<file path="config.mk">
export PLATFORM = sky130hd
export DESIGN_NAME = uart_irq_scanner
export DESIGN_NICKNAME = d
export VERILOG_FILES = /design/src/hw/uart_irq_pkg.sv /design/src/hw/uart_irq_scanner.sv /design/src/hw/uart_report_fifo.sv
export SDC_FILE = /design/constraint.sdc
export NUM_CORES = 1
export LEC_CHECK = 0
export ABC_AREA = 0
export BUFFER_PORTS_ARGS = -buffer_cell sky130_fd_sc_hd__buf_4
export CAP_MARGIN = 20
export CELL_PAD_IN_SITES_DETAIL_PLACEMENT = 0
export CELL_PAD_IN_SITES_GLOBAL_PLACEMENT = 2
export CORE_MARGIN = 1.5
export CORE_UTILIZATION = 40
export DETAILED_ROUTE_END_ITERATION = 16
export GPL_TIMING_DRIVEN = 0
export MAX_ROUTING_LAYER = met4
export PLACE_DENSITY_LB_ADDON = 0.1
export RECOVER_POWER = 50
export SLEW_MARGIN = 5
export SYNTH_ARGS = -nofsm -noshare
export SYNTH_HDL_FRONTEND = slang
export SYNTH_HIERARCHICAL = 1
export SYNTH_SLANG_ARGS = --single-unit
export TNS_END_PERCENT = 5
</file>
<file path="constraint.sdc">
create_clock -name CLK -period 3.9 [get_ports CLK]
set_input_delay 0.78 -clock CLK [delete_from_list [all_inputs] [get_ports CLK]]
set_output_delay 0.78 -clock CLK [all_outputs]
set_load 0.02 [all_outputs]
</file>
<file path="src/hw/uart_irq_pkg.sv">
// shared constants and types of the eight-line interrupt scanner and summary block
package uart_irq_pkg;

   // ------------------------------------------------------------
   // structure
   // ------------------------------------------------------------
   localparam int          LINES          = 8;
   localparam int          SYNC_STAGES    = 2;

   // ------------------------------------------------------------
   // channel mode encodings
   // ------------------------------------------------------------
   localparam logic [1:0]  MODE_NORMAL    = 2'h0;
   localparam logic [1:0]  MODE_ECHO      = 2'h1;
   localparam logic [1:0]  MODE_LOCAL     = 2'h2;
   localparam logic [1:0]  MODE_REMOTE    = 2'h3;

   // ------------------------------------------------------------
   // field positions of the per-line command and mode-1 bytes and of the summary byte
   // ------------------------------------------------------------
   localparam int          MODE_HI_BIT    = 7;
   localparam int          MODE_LO_BIT    = 6;
   localparam int          RECEIVE_IRQ_ENABLE_BIT       = 5;
   localparam int          RECEIVER_ENABLE_BIT_BIT       = 2;
   localparam int          TRANSMIT_IRQ_ENABLE_BIT       = 1;
   localparam int          TRANSMITTER_ENABLE_BIT_BIT       = 0;
   localparam int          MODEM_CHANGE_IRQ_ENABLE_BIT       = 0;
   localparam int          SUM_IRQ_BIT    = 7;

   // ------------------------------------------------------------
   // low address codes on ADD[2:0]
   // ------------------------------------------------------------
   localparam logic [2:0]  CODE_MODE1     = 3'h0;
   localparam logic [2:0]  CODE_COMMAND   = 3'h2;
   localparam logic [2:0]  CODE_IRQ_SUM   = 3'h6;
   localparam logic [2:0]  CODE_CHG_SUM   = 3'h7;

   // ------------------------------------------------------------
   // timing
   // ------------------------------------------------------------
   localparam int          CLK_PERIOD_NS  = 50;
   localparam int          CHANGE_GAP_NS  = 1000;
   localparam int          CHANGE_GAP_CYC = CHANGE_GAP_NS / CLK_PERIOD_NS;
   localparam logic [1:0]  ARM_CYCLES     = 2'h3;

   // ------------------------------------------------------------
   // carriers
   // ------------------------------------------------------------
   typedef struct packed {
      logic [1:0] mode;
      logic       rx_irq_en;
      logic       rx_en;
      logic       tx_irq_en;
      logic       tx_en;
      logic       modem_change_irq_enable;
   } chan_ctrl_type;

   typedef struct packed {
      logic       direction;
      logic [2:0] line;
   } irq_report_type;

   localparam chan_ctrl_type CTRL_RESET   = '{mode: MODE_NORMAL, default: 1'b0};
   localparam logic [7:0]    CHG_RESET    = 8'h00;
   localparam logic [3:0]    SCAN_RESET   = 4'h0;

endpackage

</file>
<file path="src/hw/uart_irq_scanner.sv">
// eight-line test modes, summary registers and round-robin interrupt scanner
module uart_irq_scanner
   import uart_irq_pkg::*;
#(
   parameter logic [2:0] IRQ_SUM_CODE = CODE_IRQ_SUM,
   parameter logic [2:0] CHG_SUM_CODE = CODE_CHG_SUM
) (
   input  wire logic            CLK,
   input  wire logic            RESET_N,
   input  wire logic            CS_N,
   input  wire logic            DS_N,
   input  wire logic            WR_N,
   input  wire logic [5:0]      ADD,
   input  wire logic [7:0]      DL_IN,
   output      logic [7:0]      DL_OUT,
   output      logic            DL_OE,
   output      logic            IRQ_N,
   output      logic [2:0]      IRQ_LINE_NUMBER_OUT,
   output      logic            IRQ_DIRECTION_OUT,
   input  wire logic [7:0]      DATA_SET_READY_IN,
   input  wire logic [7:0]      CARRIER_DETECT_IN,
   input  wire logic [7:0]      RXD,
   output      logic [7:0]      TXD,
   input  wire logic [7:0]      CORE_RX_FULL,
   input  wire logic [7:0]      CORE_TX_HOLD_EMPTY,
   input  wire logic [7:0]      CORE_TX_SHIFT_EMPTY,
   input  wire logic [7:0]      CORE_TX_SERIAL,
   output      logic [7:0]      CORE_RX_SERIAL,
   output      logic [7:0]      RECEIVER_ENABLE_BIT,
   output      logic [7:0]      TRANSMITTER_ENABLE_BIT,
   output      logic [7:0]      RECEIVE_BUFFER_FULL_FLAG,
   output      logic [7:0]      TRANSMIT_HOLDING_EMPTY_FLAG,
   output      logic [7:0]      TRANSMITTER_IDLE_FLAG,
   output      logic            REPORT_VALID,
   input  wire logic            REPORT_READY,
   output      irq_report_type  REPORT_DATA
);

   // ------------------------------------------------------------
   // pin synchronisers
   // ------------------------------------------------------------
   // bus pins and line pins all cross in from outside the clock domain
   localparam int PIN_W = 3 + 6 + 8 + 8 + 8 + 8;

   wire  [PIN_W-1:0] pin_raw = {CS_N, DS_N, WR_N, ADD, DL_IN,
                                DATA_SET_READY_IN, CARRIER_DETECT_IN, RXD};
   logic [PIN_W-1:0] pin_s1_reg;
   logic [PIN_W-1:0] pin_s2_reg;
   logic             ds_n_prev_reg;

   always_ff @(posedge CLK or negedge RESET_N) begin
      if (!RESET_N) begin
         pin_s1_reg    <= {3'h7, {(PIN_W-3){1'b0}}};
         pin_s2_reg    <= {3'h7, {(PIN_W-3){1'b0}}};
         ds_n_prev_reg <= 1'b1;
      end else begin
         pin_s1_reg    <= pin_raw;
         pin_s2_reg    <= pin_s1_reg;
         ds_n_prev_reg <= pin_s2_reg[PIN_W-2];
      end
   end

   wire       cs_n_s = pin_s2_reg[PIN_W-1];
   wire       ds_n_s = pin_s2_reg[PIN_W-2];
   wire       wr_n_s = pin_s2_reg[PIN_W-3];
   wire [5:0] add_s  = pin_s2_reg[PIN_W-4 -: 6];
   wire [7:0] dl_s   = pin_s2_reg[31:24];
   wire [7:0] dsr_s  = pin_s2_reg[23:16];
   wire [7:0] dcd_s  = pin_s2_reg[15:8];
   wire [7:0] rxd_s  = pin_s2_reg[7:0];

   // ------------------------------------------------------------
   // bus decode
   // ------------------------------------------------------------
   wire       strobe     = !cs_n_s && !ds_n_s && ds_n_prev_reg;
   wire       wr_strobe  = strobe && !wr_n_s;
   wire [2:0] code       = add_s[2:0];
   wire [2:0] line_sel   = add_s[5:3];
   wire       sel_irq    = (code == IRQ_SUM_CODE);
   wire       sel_chg    = (code == CHG_SUM_CODE);
   wire       sel_cmd    = (code == CODE_COMMAND);
   wire       sel_mode1  = (code == CODE_MODE1);
   wire       mapped     = sel_irq || sel_chg || sel_cmd || sel_mode1;

   // ------------------------------------------------------------
   // per-line control, modes and flags
   // ------------------------------------------------------------
   chan_ctrl_type ctrl_reg [LINES];
   logic [7:0]    chg_reg;
   logic [7:0]    rx_full_m;
   logic [7:0]    tx_empty_m;
   logic [7:0]    tx_idle_m;
   logic [7:0]    rx_cond;
   logic [7:0]    tx_cond;
   logic [7:0]    txd_next;
   logic [7:0]    rx_serial_next;
   logic [7:0]    cmd_byte [LINES];
   logic [1:0]    arm_cnt_reg;
   logic [7:0]    dsr_prev_reg;
   logic [7:0]    dcd_prev_reg;
   wire           armed = (arm_cnt_reg == ARM_CYCLES);

   for (genvar i = 0; i < LINES; i++) begin : g_line
      wire [1:0] md      = ctrl_reg[i].mode;
      wire       tx_live = (md == MODE_NORMAL) || (md == MODE_LOCAL);
      wire       hit_cmd = wr_strobe && sel_cmd && (line_sel == 3'(i));
      wire       hit_mr1 = wr_strobe && sel_mode1 && (line_sel == 3'(i));
      wire [1:0] md_new  = dl_s[MODE_HI_BIT:MODE_LO_BIT];
      wire       md_rem  = hit_cmd ? (md_new == MODE_REMOTE) : (md == MODE_REMOTE);
      wire       chg_set = armed && ((dsr_s[i] ^ dsr_prev_reg[i]) ||
                                     (dcd_s[i] ^ dcd_prev_reg[i]));
      wire       chg_clr = wr_strobe && sel_chg && dl_s[i];

      // receiver and transmitter enable bits are forced low for as long as remote loopback stands
      always_ff @(posedge CLK or negedge RESET_N) begin
         if (!RESET_N) begin
            ctrl_reg[i] <= CTRL_RESET;
         end else begin
            if (hit_cmd) begin
               ctrl_reg[i].mode      <= md_new;
               ctrl_reg[i].rx_irq_en <= dl_s[RECEIVE_IRQ_ENABLE_BIT];
               ctrl_reg[i].tx_irq_en <= dl_s[TRANSMIT_IRQ_ENABLE_BIT];
               ctrl_reg[i].rx_en     <= dl_s[RECEIVER_ENABLE_BIT_BIT];
               ctrl_reg[i].tx_en     <= dl_s[TRANSMITTER_ENABLE_BIT_BIT];
            end
            if (hit_mr1) begin
               ctrl_reg[i].modem_change_irq_enable <= dl_s[MODEM_CHANGE_IRQ_ENABLE_BIT];
            end
            if (md_rem) begin
               ctrl_reg[i].rx_en <= 1'b0;
               ctrl_reg[i].tx_en <= 1'b0;
            end
         end
      end

      // set beats a simultaneous write-one clear
      always_ff @(posedge CLK or negedge RESET_N) begin
         if (!RESET_N) begin
            chg_reg[i] <= CHG_RESET[i];
         end else begin
            chg_reg[i] <= chg_set || (chg_reg[i] && !chg_clr);
         end
      end

      assign cmd_byte[i] = {md, ctrl_reg[i].rx_irq_en, 2'b00, ctrl_reg[i].rx_en,
                            ctrl_reg[i].tx_irq_en, ctrl_reg[i].tx_en};
      // echo and remote silence the transmitter flags; only remote silences the receiver flag
      assign rx_full_m[i]  = CORE_RX_FULL[i] && (md != MODE_REMOTE);
      assign tx_empty_m[i] = CORE_TX_HOLD_EMPTY[i] && tx_live;
      assign tx_idle_m[i]  = tx_empty_m[i] && CORE_TX_SHIFT_EMPTY[i];
      assign rx_cond[i]    = ctrl_reg[i].rx_irq_en &&
                             (rx_full_m[i] || (chg_reg[i] && ctrl_reg[i].modem_change_irq_enable));
      assign tx_cond[i]    = tx_empty_m[i] && ctrl_reg[i].tx_irq_en;
      // rate selection stays with the core; loopback only re-routes the bit stream
      assign rx_serial_next[i] = (md == MODE_LOCAL) ? CORE_TX_SERIAL[i] : rxd_s[i];
      assign txd_next[i] = (md == MODE_NORMAL) ? CORE_TX_SERIAL[i] :
                           (md == MODE_LOCAL)  ? 1'b1 :
                                                 rxd_s[i];

      assign RECEIVER_ENABLE_BIT[i]    = ctrl_reg[i].rx_en;
      assign TRANSMITTER_ENABLE_BIT[i] = ctrl_reg[i].tx_en && tx_live;

      chk_local_txd_high: assert property (@(posedge CLK) disable iff (!RESET_N)
         (md == MODE_LOCAL) [*2] |=> TXD[i]) else $error("txd not high in loopback");
      chk_echo_tx_quiet: assert property (@(posedge CLK) disable iff (!RESET_N)
         (md == MODE_ECHO) |-> !tx_cond[i] && !TRANSMITTER_ENABLE_BIT[i])
         else $error("transmitter active in echo");
      chk_remote_en_low: assert property (@(posedge CLK) disable iff (!RESET_N)
         (md == MODE_REMOTE) |-> !ctrl_reg[i].rx_en && !ctrl_reg[i].tx_en)
         else $error("enable bit set in remote loopback");
      chk_change_sets: assert property (@(posedge CLK) disable iff (!RESET_N)
         chg_set |=> chg_reg[i]) else $error("line change not flagged");
      chk_w1c_clears: assert property (@(posedge CLK) disable iff (!RESET_N)
         chg_clr && !chg_set |=> !chg_reg[i]) else $error("write one did not clear");
      chk_echo_copy: assert property (@(posedge CLK) disable iff (!RESET_N)
         (md == MODE_ECHO) |=> TXD[i] == $past(rxd_s[i]))
         else $error("echo input not copied to serial output");
      chk_local_feed: assert property (@(posedge CLK) disable iff (!RESET_N)
         (md == MODE_LOCAL) |=> CORE_RX_SERIAL[i] == $past(CORE_TX_SERIAL[i]))
         else $error("receiver not fed from transmitter in loopback");
      chk_remote_flags_low: assert property (@(posedge CLK) disable iff (!RESET_N)
         (md == MODE_REMOTE) |=> !RECEIVE_BUFFER_FULL_FLAG[i] && !TRANSMITTER_IDLE_FLAG[i])
         else $error("flag raised in remote loopback");
      chk_idle_needs_empty: assert property (@(posedge CLK) disable iff (!RESET_N)
         TRANSMITTER_IDLE_FLAG[i] |-> TRANSMIT_HOLDING_EMPTY_FLAG[i])
         else $error("idle shown with holding register full");
      chk_rx_source: assert property (@(posedge CLK) disable iff (!RESET_N)
         rx_cond[i] |-> ctrl_reg[i].rx_irq_en && (CORE_RX_FULL[i] || (chg_reg[i] && ctrl_reg[i].modem_change_irq_enable)))
         else $error("receive source without its condition");
   end

   // ------------------------------------------------------------
   // change detector arming
   // ------------------------------------------------------------
   // no comparison until the sync chain holds real pin levels
   always_ff @(posedge CLK or negedge RESET_N) begin
      if (!RESET_N) begin
         arm_cnt_reg  <= 2'h0;
         dsr_prev_reg <= 8'h00;
         dcd_prev_reg <= 8'h00;
      end else begin
         if (!armed) begin
            arm_cnt_reg <= 2'(arm_cnt_reg + 2'h1);
         end
         dsr_prev_reg <= dsr_s;
         dcd_prev_reg <= dcd_s;
      end
   end

   // ------------------------------------------------------------
   // line-side outputs
   // ------------------------------------------------------------
   always_ff @(posedge CLK or negedge RESET_N) begin
      if (!RESET_N) begin
         TXD                         <= 8'hFF;
         CORE_RX_SERIAL              <= 8'hFF;
         RECEIVE_BUFFER_FULL_FLAG    <= 8'h00;
         TRANSMIT_HOLDING_EMPTY_FLAG <= 8'h00;
         TRANSMITTER_IDLE_FLAG       <= 8'h00;
      end else begin
         TXD                         <= txd_next;
         CORE_RX_SERIAL              <= rx_serial_next;
         RECEIVE_BUFFER_FULL_FLAG    <= rx_full_m;
         TRANSMIT_HOLDING_EMPTY_FLAG <= tx_empty_m;
         TRANSMITTER_IDLE_FLAG       <= tx_idle_m;
      end
   end

   // ------------------------------------------------------------
   // interrupt scanner
   // ------------------------------------------------------------
   logic [3:0] pos_reg;
   logic       stopped_reg;
   logic       fifo_in_ready;
   wire        hit        = pos_reg[3] ? tx_cond[pos_reg[2:0]] : rx_cond[pos_reg[2:0]];
   wire        push       = !stopped_reg && hit && fifo_in_ready;
   wire        released   = stopped_reg && !hit;
   // a full report buffer stalls the count on the pending source
   wire        stall      = !stopped_reg && hit && !fifo_in_ready;
   wire [3:0]  pos_next   = released ? (pos_reg[3] ? 4'h0 : 4'(pos_reg + 4'h1)) :
                            (stopped_reg || hit || stall) ? pos_reg :
                            4'(pos_reg + 4'h1);
   // line number sits above the direction bit, unlike the counter's own order
   wire [7:0]  irq_summary = {stopped_reg, 3'b000, pos_reg[2:0], pos_reg[3]};

   always_ff @(posedge CLK or negedge RESET_N) begin
      if (!RESET_N) begin
         pos_reg     <= SCAN_RESET;
         stopped_reg <= 1'b0;
      end else begin
         pos_reg     <= pos_next;
         stopped_reg <= push || (stopped_reg && hit);
      end
   end

   assign IRQ_N               = !stopped_reg;
   assign IRQ_LINE_NUMBER_OUT = pos_reg[2:0];
   assign IRQ_DIRECTION_OUT   = pos_reg[3];

   uart_report_fifo #(
      .WIDTH     ($bits(irq_report_type))
   ) u_report (
      .CLK       (CLK),
      .RESET_N   (RESET_N),
      .in_valid  (!stopped_reg && hit),
      .in_ready  (fifo_in_ready),
      .in_data   ({pos_reg[3], pos_reg[2:0]}),
      .out_valid (REPORT_VALID),
      .out_ready (REPORT_READY),
      .out_data  (REPORT_DATA)
   );

   // ------------------------------------------------------------
   // register read path
   // ------------------------------------------------------------
   wire [7:0] rd_sel = sel_irq   ? irq_summary :
                       sel_chg   ? chg_reg :
                       sel_cmd   ? cmd_byte[line_sel] :
                       sel_mode1 ? {7'h00, ctrl_reg[line_sel].modem_change_irq_enable} : 8'h00;

   always_ff @(posedge CLK or negedge RESET_N) begin
      if (!RESET_N) begin
         DL_OUT <= 8'h00;
         DL_OE  <= 1'b0;
      end else begin
         if (strobe && wr_n_s) begin
            DL_OUT <= rd_sel;
         end
         DL_OE <= !cs_n_s && !ds_n_s && wr_n_s && mapped;
      end
   end

   // ------------------------------------------------------------
   // scanner and read-path checks
   // ------------------------------------------------------------
   chk_irq_summary_top: assert property (@(posedge CLK) disable iff (!RESET_N)
      !IRQ_N |-> irq_summary[SUM_IRQ_BIT] && (irq_summary[6:4] == 3'b000))
      else $error("summary top bit disagrees with request");
   chk_summary_mirror: assert property (@(posedge CLK) disable iff (!RESET_N)
      irq_summary[3:0] == {IRQ_LINE_NUMBER_OUT, IRQ_DIRECTION_OUT})
      else $error("summary low bits not mirroring outputs");
   chk_scan_step: assert property (@(posedge CLK) disable iff (!RESET_N)
      !stopped_reg && !hit |=> pos_reg == 4'($past(pos_reg) + 4'h1))
      else $error("scanner did not advance");
   chk_stop_hold: assert property (@(posedge CLK) disable iff (!RESET_N)
      push ##1 hit |=> !IRQ_N && $stable(pos_reg))
      else $error("scanner left a pending source");
   chk_tx_restart: assert property (@(posedge CLK) disable iff (!RESET_N)
      released && pos_reg[3] |=> IRQ_N && (pos_reg == 4'h0))
      else $error("transmit stop did not restart at zero");
   chk_rx_resume: assert property (@(posedge CLK) disable iff (!RESET_N)
      released && !pos_reg[3] |=> IRQ_N && (pos_reg == 4'($past(pos_reg) + 4'h1)))
      else $error("receive stop did not resume");
   chk_req_line: assert property (@(posedge CLK) disable iff (!RESET_N)
      push |=> !IRQ_N && (IRQ_LINE_NUMBER_OUT == $past(pos_reg[2:0]))
               && (IRQ_DIRECTION_OUT == $past(pos_reg[3])))
      else $error("line number or direction wrong on stop");
   chk_oe_read_only: assert property (@(posedge CLK) disable iff (!RESET_N)
      DL_OE |-> $past(wr_n_s) && $past(mapped))
      else $error("data bus driven outside a mapped read");

endmodule

</file>
<file path="src/hw/uart_report_fifo.sv">
// two-entry buffer with valid and ready on both sides
module uart_report_fifo
   import uart_irq_pkg::*;
#(
   parameter int WIDTH = 4
) (
   input  wire logic             CLK,
   input  wire logic             RESET_N,
   input  wire logic             in_valid,
   output      logic             in_ready,
   input  wire logic [WIDTH-1:0] in_data,
   output      logic             out_valid,
   input  wire logic             out_ready,
   output      logic [WIDTH-1:0] out_data
);

   logic [WIDTH-1:0] mem_reg [2];
   logic             wr_ptr_reg;
   logic             rd_ptr_reg;
   logic [1:0]       count_reg;
   wire              push = in_valid && in_ready;
   wire              pop  = out_valid && out_ready;

   assign in_ready  = (count_reg != 2'h2);
   assign out_valid = (count_reg != 2'h0);
   assign out_data  = mem_reg[rd_ptr_reg];

   always_ff @(posedge CLK or negedge RESET_N) begin
      if (!RESET_N) begin
         wr_ptr_reg <= 1'b0;
         rd_ptr_reg <= 1'b0;
         count_reg  <= 2'h0;
         mem_reg[0] <= '0;
         mem_reg[1] <= '0;
      end else begin
         if (push) begin
            mem_reg[wr_ptr_reg] <= in_data;
            wr_ptr_reg          <= ~wr_ptr_reg;
         end
         if (pop) begin
            rd_ptr_reg <= ~rd_ptr_reg;
         end
         count_reg <= 2'(count_reg + {1'b0, push} - {1'b0, pop});
      end
   end

endmodule

</file>
==> results by group, run 1 <==
Outcome
  • Status: finished, violations left
  • Violated checks: capacitance limit, slew limit

Clocking
  • Clk_lat worst skew: 0.53 ns
  • Cts repair resizes: 0
  • Post-CTS Setup Bufs: 0
  • CTS hold repair buffers: 0
  • Clk slew on worst S/H paths: 0.06 ns
  • Clock Path Buffers: 3
  • CTS buffer count: 26
  • H-Tree Depth: 1
  • CTS tree: yes
  • # clock sinks: 231
  • Root Buffer: clkbuf_16

Layout
  • Post-route design area: 11,300 um^2
  • Nets@finish: 904
  • Multi-input logic area: 2900 um^2
  • Ant diodes: 0
  • Filler cells: 1,920
  • Most frequent cells in the layout: dfrtp_1 (208), buf_4 (116), nand2_1 (64)
  • Layout area overhead: 26.8%
  • Finished Layout Cells: 1,123
  • Sequential cell area: 5810 um^2
  • Share of post-route cells with drive strength above 1: 38.9%
  • Commonest non-fill, non-tap cell in the layout: dfrtp_1

Synth
  • Seq cells post-synth: 231
  • Post-Syn Nets: 725
  • FFs w/ async S/R, synth: 100%
  • Post-Syn Area: 8890 um^2
  • YS warnings: 6
  • Gate Count Post-Synth: 644
  • Syn_area_per_cell: 13.8 um^2
  • Unique masters post-synth: 58
  • Top_reg_cell synth: dfrtp_1
  • EDFF count, synth: 0
  • Sequential share of the synthesized area: 65.4%

Pwr
  • Pwr per Cell Area: 558 nW/um^2
  • Sequential share of power: 43.7%
  • Clock power share: 39.0%
  • Comb pwr share: 17.3%
  • Internal power: 0.00462 W
  • Net Sw Frac: 26.6%
  • Leakage Power: 5.26 nW
  • NetSw: 0.00167 W
  • Peak VDD IR: 0.366 mV

Timing
  • Period utilization: 88.5%
  • Fmax: 290 MHz
  • RSZ-0062 raised after global routing: false
  • Setup TNS: 0 ns
  • Final setup fails: 0
  • Setup ws final: 0.448 ns
  • Slew headroom: -87.4%
  • Final Critical Period: 3.45 ns
  • Clock Skew: 0.0183 ns
  • Worst Tran Pin Value: 2.81 ns
  • Hold Vio Cnt, Final: 0
  • WHS: 0.339 ns
  • Final slew viol count: 113

Worst setup path
  • CP Max Fanout: 9
  • Critical path's slowest cell: nor4_1
  • Crit end category: register
  • CP max stage delay: 0.80 ns
  • CP Buf/Inv Count: 0
  • CP required: 4.31 ns
  • Cell breakdown of the critical path: a21boi_0 -> a211oi_1 -> nor4_1 -> o221ai_2 -> nor2_1 -> and3b_1 -> mux2_2
  • CP Class: reg -> reg
  • CP Launch Type: register
  • Arrival @ worst endpoint: 3.86 ns
  • Delay-heaviest family, CP: simple AND/OR/NAND/NOR gates

Detailed routing
  • Routed via count: 5,613
  • Initial DRC count: 274
  • DRC Markers: 0
  • Drt via density: 5.00
  • Wire per inst: 18.3 um
  • Drt total wl: 20,600 um
  • ANT nets after route: 0
  • Drt first pass iters: 6

Floorplanning
  • Starting Density: 40.7%
  • # rows: 54
  • Die Y: 152 um
  • Core Box Area: 21,800 um^2
  • Die W: 152 um
  • Die Area: 23,100 um^2
  • I/O Pins: 151

Hold path
  • Min-Delay Path Class: reg -> reg

GRT
  • Met3 usage: 3.34%
  • GR peak layer: met2
  • Initial antenna violation count: 0
  • Largest net degree at the start of global routing: 120
  • GR Overflow Total: 0
  • Global Route met1 Usage: 24.6%
  • All-Layer GR Usage: 18.9%
  • Number of global-route vias before repair: 6,011
  • Met2 usage: 30.8%
  • Global-route wire length before repair: 33,500 um

Placed design
  • Post-DP Area: 10,400 um^2
  • Dpl ws: 0.239 ns
  • Number of cells after detailed placement: 1,075
  • Final RePlAce weighted congestion: 0.823
  • DP HPWL: 14,700 um
  • PortBufs: 150

Job
  • Max Cap Viol: 1
==> worst paths after layout <==
path	slack (ns)	from	endpoint	depth (start not counted)
worst max-delay path	0.45	g_line[6].md[0]$_DFFE_PN0P_	u_report/mem_reg[4]$_DFFE_PN0P_	7
worst min-delay path	0.34	pin_s1_reg[30]$_DFF_PN0_	pin_s2_reg[30]$_DFF_PN0_	0
worst max register to register	0.45	g_line[6].md[0]$_DFFE_PN0P_	u_report/mem_reg[4]$_DFFE_PN0P_	7
worst min register to register	0.34	pin_s1_reg[30]$_DFF_PN0_	pin_s2_reg[30]$_DFF_PN0_	0
max in group asynchronous	1.10	RESET_N	pin_s2_reg[19]$_DFF_PN0_	1
min in group asynchronous	1.11	RESET_N	pin_s1_reg[3]$_DFF_PN0_	1
==> through the flow <==
step | power (W) | utilization [%]
after floorplan | 0.00344 | -
after global placement | 0.00386 | 47.5
after detailed placement | 0.00390 | 47.6
after CTS | 0.00640 | 51.7
after global routing | 0.00661 | 51.6
final | 0.00629 | 51.6
==> metal layers <==
layer	vias up	wire length, um
met4	0	422
met5	-	0
met2	130	10200
li1	2607	-
met3	31	936
met1	2845	9000
==> Yosys cell counts, types with 6 or more instances <==
library cell,count,area [um^2]
mux2i_1,9,90.1
buf_4,8,60.1
and2_1,13,81.3
o21ai_0,40,200
and3_1,9,56.3
xnor2_1,7,61.3
a211oi_1,6,45.0
a21boi_0,6,45.0
nor2b_1,26,163
inv_1,8,30.0
nand2_1,64,240
nand2_2,6,37.5
mux4_2,15,338
xor2_1,14,123
dfrtp_1,208,5200
nor2_1,23,86.3
nand3_1,25,125
buf_2,8,40.0
clkbuf_1,6,22.5
mux2_2,57,642
dfstp_2,23,604
==> power groups by stage <==
stage / clock [W] / sequential [W] / combinational [W]
after floorplan: 0 / 0.00281 / 0.000630
after global placement: 0 / 0.00278 / 0.00108
after detailed placement: 0 / 0.00280 / 0.00111
after CTS: 0.00254 / 0.00276 / 0.00111
after global routing: 0.00263 / 0.00278 / 0.00120
final: 0.00245 / 0.00275 / 0.00109
==> logic make-up after synthesis <==
logic type               synth area share (%)
flip-flops                               65.4
AND/OR/NAND/NOR                          11.4
multiplexers                             12.7
AO/OA/AOI/OAI                            5.69
buffers and inverters                    2.03
XOR/XNOR                                 2.07
adder cells (fa/ha/maj)                 0.704
==> worst register-to-register path, delay by kind of cell (launching register included) <==
family / cells / cell delay, ns
flops: 1 / 0.50
mux: 1 / 0.36
simple gates: 3 / 1.34
compound gates: 3 / 1.15
==> area by class of cell <==
type	instances	share of cell area, %
clock buffer	37	6.86
clock inverter	11	0.988
timing repair buffer	151	10.2
inverter	9	0.300
sequential	231	51.5
tap	280	3.11
multi-input combinational	378	25.7
buffer	26	1.29
Power figures use the tool's default switching activity.
==> inputs of run 2 (changes only) <==
--- a/config.mk
+++ b/config.mk
@@ -10,6 +10,7 @@
 export CAP_MARGIN = 20
 export CELL_PAD_IN_SITES_DETAIL_PLACEMENT = 0
 export CELL_PAD_IN_SITES_GLOBAL_PLACEMENT = 2
+export CORE_ASPECT_RATIO = 1.5
 export CORE_MARGIN = 1.5
 export CORE_UTILIZATION = 40
 export DETAILED_ROUTE_END_ITERATION = 16
==> run 2 against run 1 <==
Compared with the run above: the run now ends clean; global-route usage shrank 0.11 points; sequential share of layout area grew 0.28 points; clock power shrank 6%; via count grew 0.64%; clock-buffer cell count shrank 5; combinational power is essentially flat; final cell count shrank 1.2%; die area is essentially flat; setup slack gained 0.48 ns; critical path depth is the same; worst hold slack lost 0.15 ns; largest cell class unchanged; largest power group unchanged.
==> results by group, run 2 (same netlist as run 1, synthesis figures left out) <==
Layout
  • Commonest non-fill, non-tap cell in the layout: dfrtp_1
  • Most frequent cells in the layout: dfrtp_1 (208), buf_4 (116), nand2_1 (64)
  • Share of post-route cells with drive strength above 1: 38.5% (-0.36 points)
  • Layout area overhead: 26.1%
  • Nets@finish: 902 (-0.22%)
  • Ant diodes: 0 (unchanged)

Floorplanning
  • # rows: 66 (+22%)
  • Core Box Area: 21,700 um^2 (-0.48%)
  • Die W: 125 um (-18%)
  • Die Y: 186 um (+22%)
  • Starting Density: 40.9% (+0.20 points)
  • Die Area: 23,100 um^2 (about the same)
  • I/O Pins: 151 (unchanged)

Worst setup path
  • CP Max Fanout: 9 (unchanged)
  • Crit Reg-Reg Endpoint: u_report/mem_reg[6]$_DFFE_PN0P_
  • CP Class: reg -> reg
  • Arrival @ worst endpoint: 3.37 ns (-0.49 ns)
  • Critical path launch point: g_line[6].md[0]$_DFFE_PN0P_
  • R2r setup slk: 0.93 ns (+0.48 ns)
  • Crit end category: register
  • RR Startpoint: g_line[6].md[0]$_DFFE_PN0P_
  • CP required: 4.29 ns (-0.02 ns)
  • CP Launch Type: register
  • FF-to-FF path depth: 7 (unchanged)

Timing
  • Setup ws final: 0.928 ns (+0.480 ns)
  • RSZ-0062 raised after global routing: false
  • Final Critical Period: 2.97 ns (-0.480 ns)
  • Final slew viol count: 0 (-100%)
  • Hold Vio Cnt, Final: 0 (unchanged)
  • Period utilization: 76.2% (-12 points)
  • Fmax: 336 MHz (+16%)
  • Worst Tran Pin Value: 0.769 ns (-2.04 ns)
  • Setup TNS: 0 ns (unchanged)
  • Final setup fails: 0 (unchanged)
  • Slew headroom: 48.7% (+140 points)
  • Clock Skew: 0.0115 ns (-0.00685 ns)

Detailed routing
  • ANT nets after route: 0 (unchanged)
  • Drt via density: 5.09 (+1.8%)
  • Wire per inst: 18.7 um (+1.8%)
  • Drt first pass iters: 5 (-1)
  • Initial DRC count: 257 (-6.2%)
  • DRC Markers: 0 (unchanged)
  • Drt total wl: 20,700 um (+0.65%)
  • Routed via count: 5,649 (+0.64%)

Hold path
  • Min-Delay Path Class: in -> async

Placed design
  • Final RePlAce weighted congestion: 0.877 (+6.5%)
  • PortBufs: 150 (unchanged)
  • DP HPWL: 14,800 um (+0.71%)
  • Dpl ws: 0.598 ns (+0.358 ns)

Clocking
  • Post-CTS Setup Bufs: 0 (unchanged)
  • # clock sinks: 231 (unchanged)
  • CTS hold repair buffers: 0 (unchanged)
  • CTS buffer count: 23 (-12%)
  • Clk slew on worst S/H paths: 0.07 ns (about the same)
  • H-Tree Depth: 1 (unchanged)
  • Clk_lat worst skew: 0.51 ns (-0.02 ns)
  • Root Buffer: clkbuf_16
  • Cts repair resizes: 0 (unchanged)
  • CTS tree: yes
  • Clock Path Buffers: 3 (unchanged)

Pwr
  • Peak VDD IR: 0.340 mV (-7.0%)
  • Leakage Power: 5.21 nW (-0.79%)
  • Pwr per Cell Area: 549 nW/um^2 (-1.7%)

Outcome
  • Status: finished, final reports clean

GRT
  • GR Overflow Total: 0 (unchanged)
  • All-Layer GR Usage: 18.8% (-0.11 points)
  • Initial antenna violation count: 0 (unchanged)
  • Global-route wire length before repair: 32,800 um (-2.0%)
  • Largest net degree at the start of global routing: 105 (-13%)
  • Number of global-route vias before repair: 5,891 (-2.0%)

Job
  • Max Cap Viol: 0 (-1)
## run 2: changes by cell type in the layout (fill, tap and decap cells not counted)
cell / delta
clkbuf_16: -4
clkinv_2: -4
clkinvlp_4: +2
buf_16: +1
buf_8: +1
bufinv_16: +1
clkbuf_2: -1
clkbuf_8: -1
## run 2: area by class of cell
type                            count  area [um^2]
Clock inverter                     10          136
Inverter                            9         33.8
Timing Repair Buffer              152         1190
Fill cell                        1921        10500
Buffer                             26          145
Tap cell                          272          340
Multi-Input combinational cell    378         2900
Clock buffer                       32          659
Sequential cell                   231         5810
## run 2: metrics by stage
stage               util [%]  hold WS [ns]  instance area (um^2)  power (W)  cells
floorplan                  -         0.331                  8890    0.00344    644
global placement        47.7         0.332                 10400    0.00387   1066
detailed placement      48.0         0.335                 10400    0.00391   1068
CTS                     51.6         0.188                 11200    0.00625   1110
global route            51.6         0.215                 11200    0.00646   1110
finish                  51.6         0.187                 11200    0.00615   1110
## run 2: worst max-delay path by stage
| stage | endpoint | cells after the start |
|---|---|---|
| 2_1_floorplan | u_report/count_reg[1]$_DFF_PN0_ | 9 |
| 3_3_place_gp | pin_s1_reg[16]$_DFF_PN0_ | 1 |
| 3_5_place_dp | u_report/mem_reg[7]$_DFFE_PN0P_ | 8 |
| 4_1_cts | u_report/mem_reg[7]$_DFFE_PN0P_ | 7 |
| 5_1_grt | u_report/mem_reg[6]$_DFFE_PN0P_ | 7 |
| 6_report | u_report/mem_reg[6]$_DFFE_PN0P_ | 7 |
## run 2: per-layer routing
metal,global-route usage (%),wire length [um],vias to the layer above
met4,6.62,611,0
met2,32.7,11100,153
met3,2.39,921,40
li1,-,-,2598
met1,22.6,8140,2858
met5,-,0,-
## run 2: critical path, cell delays in order, from the launching register on
cell	delay [ns]
dfrtp_1	0.52
a21boi_0	0.47
a211oi_1	0.16
nor4_1	0.53
o221ai_2	0.29
nor2_1	0.22
and3b_1	0.30
mux2_2	0.36
## run 2: power breakdown
group / total [W] / switching, W / internal (W)
combinational: 0.00111 / 0.000589 / 0.000517
sequential: 0.00275 / 0.000152 / 0.00260
clock: 0.00230 / 0.000912 / 0.00138
total: 0.00615 / 0.00165 / 0.00450
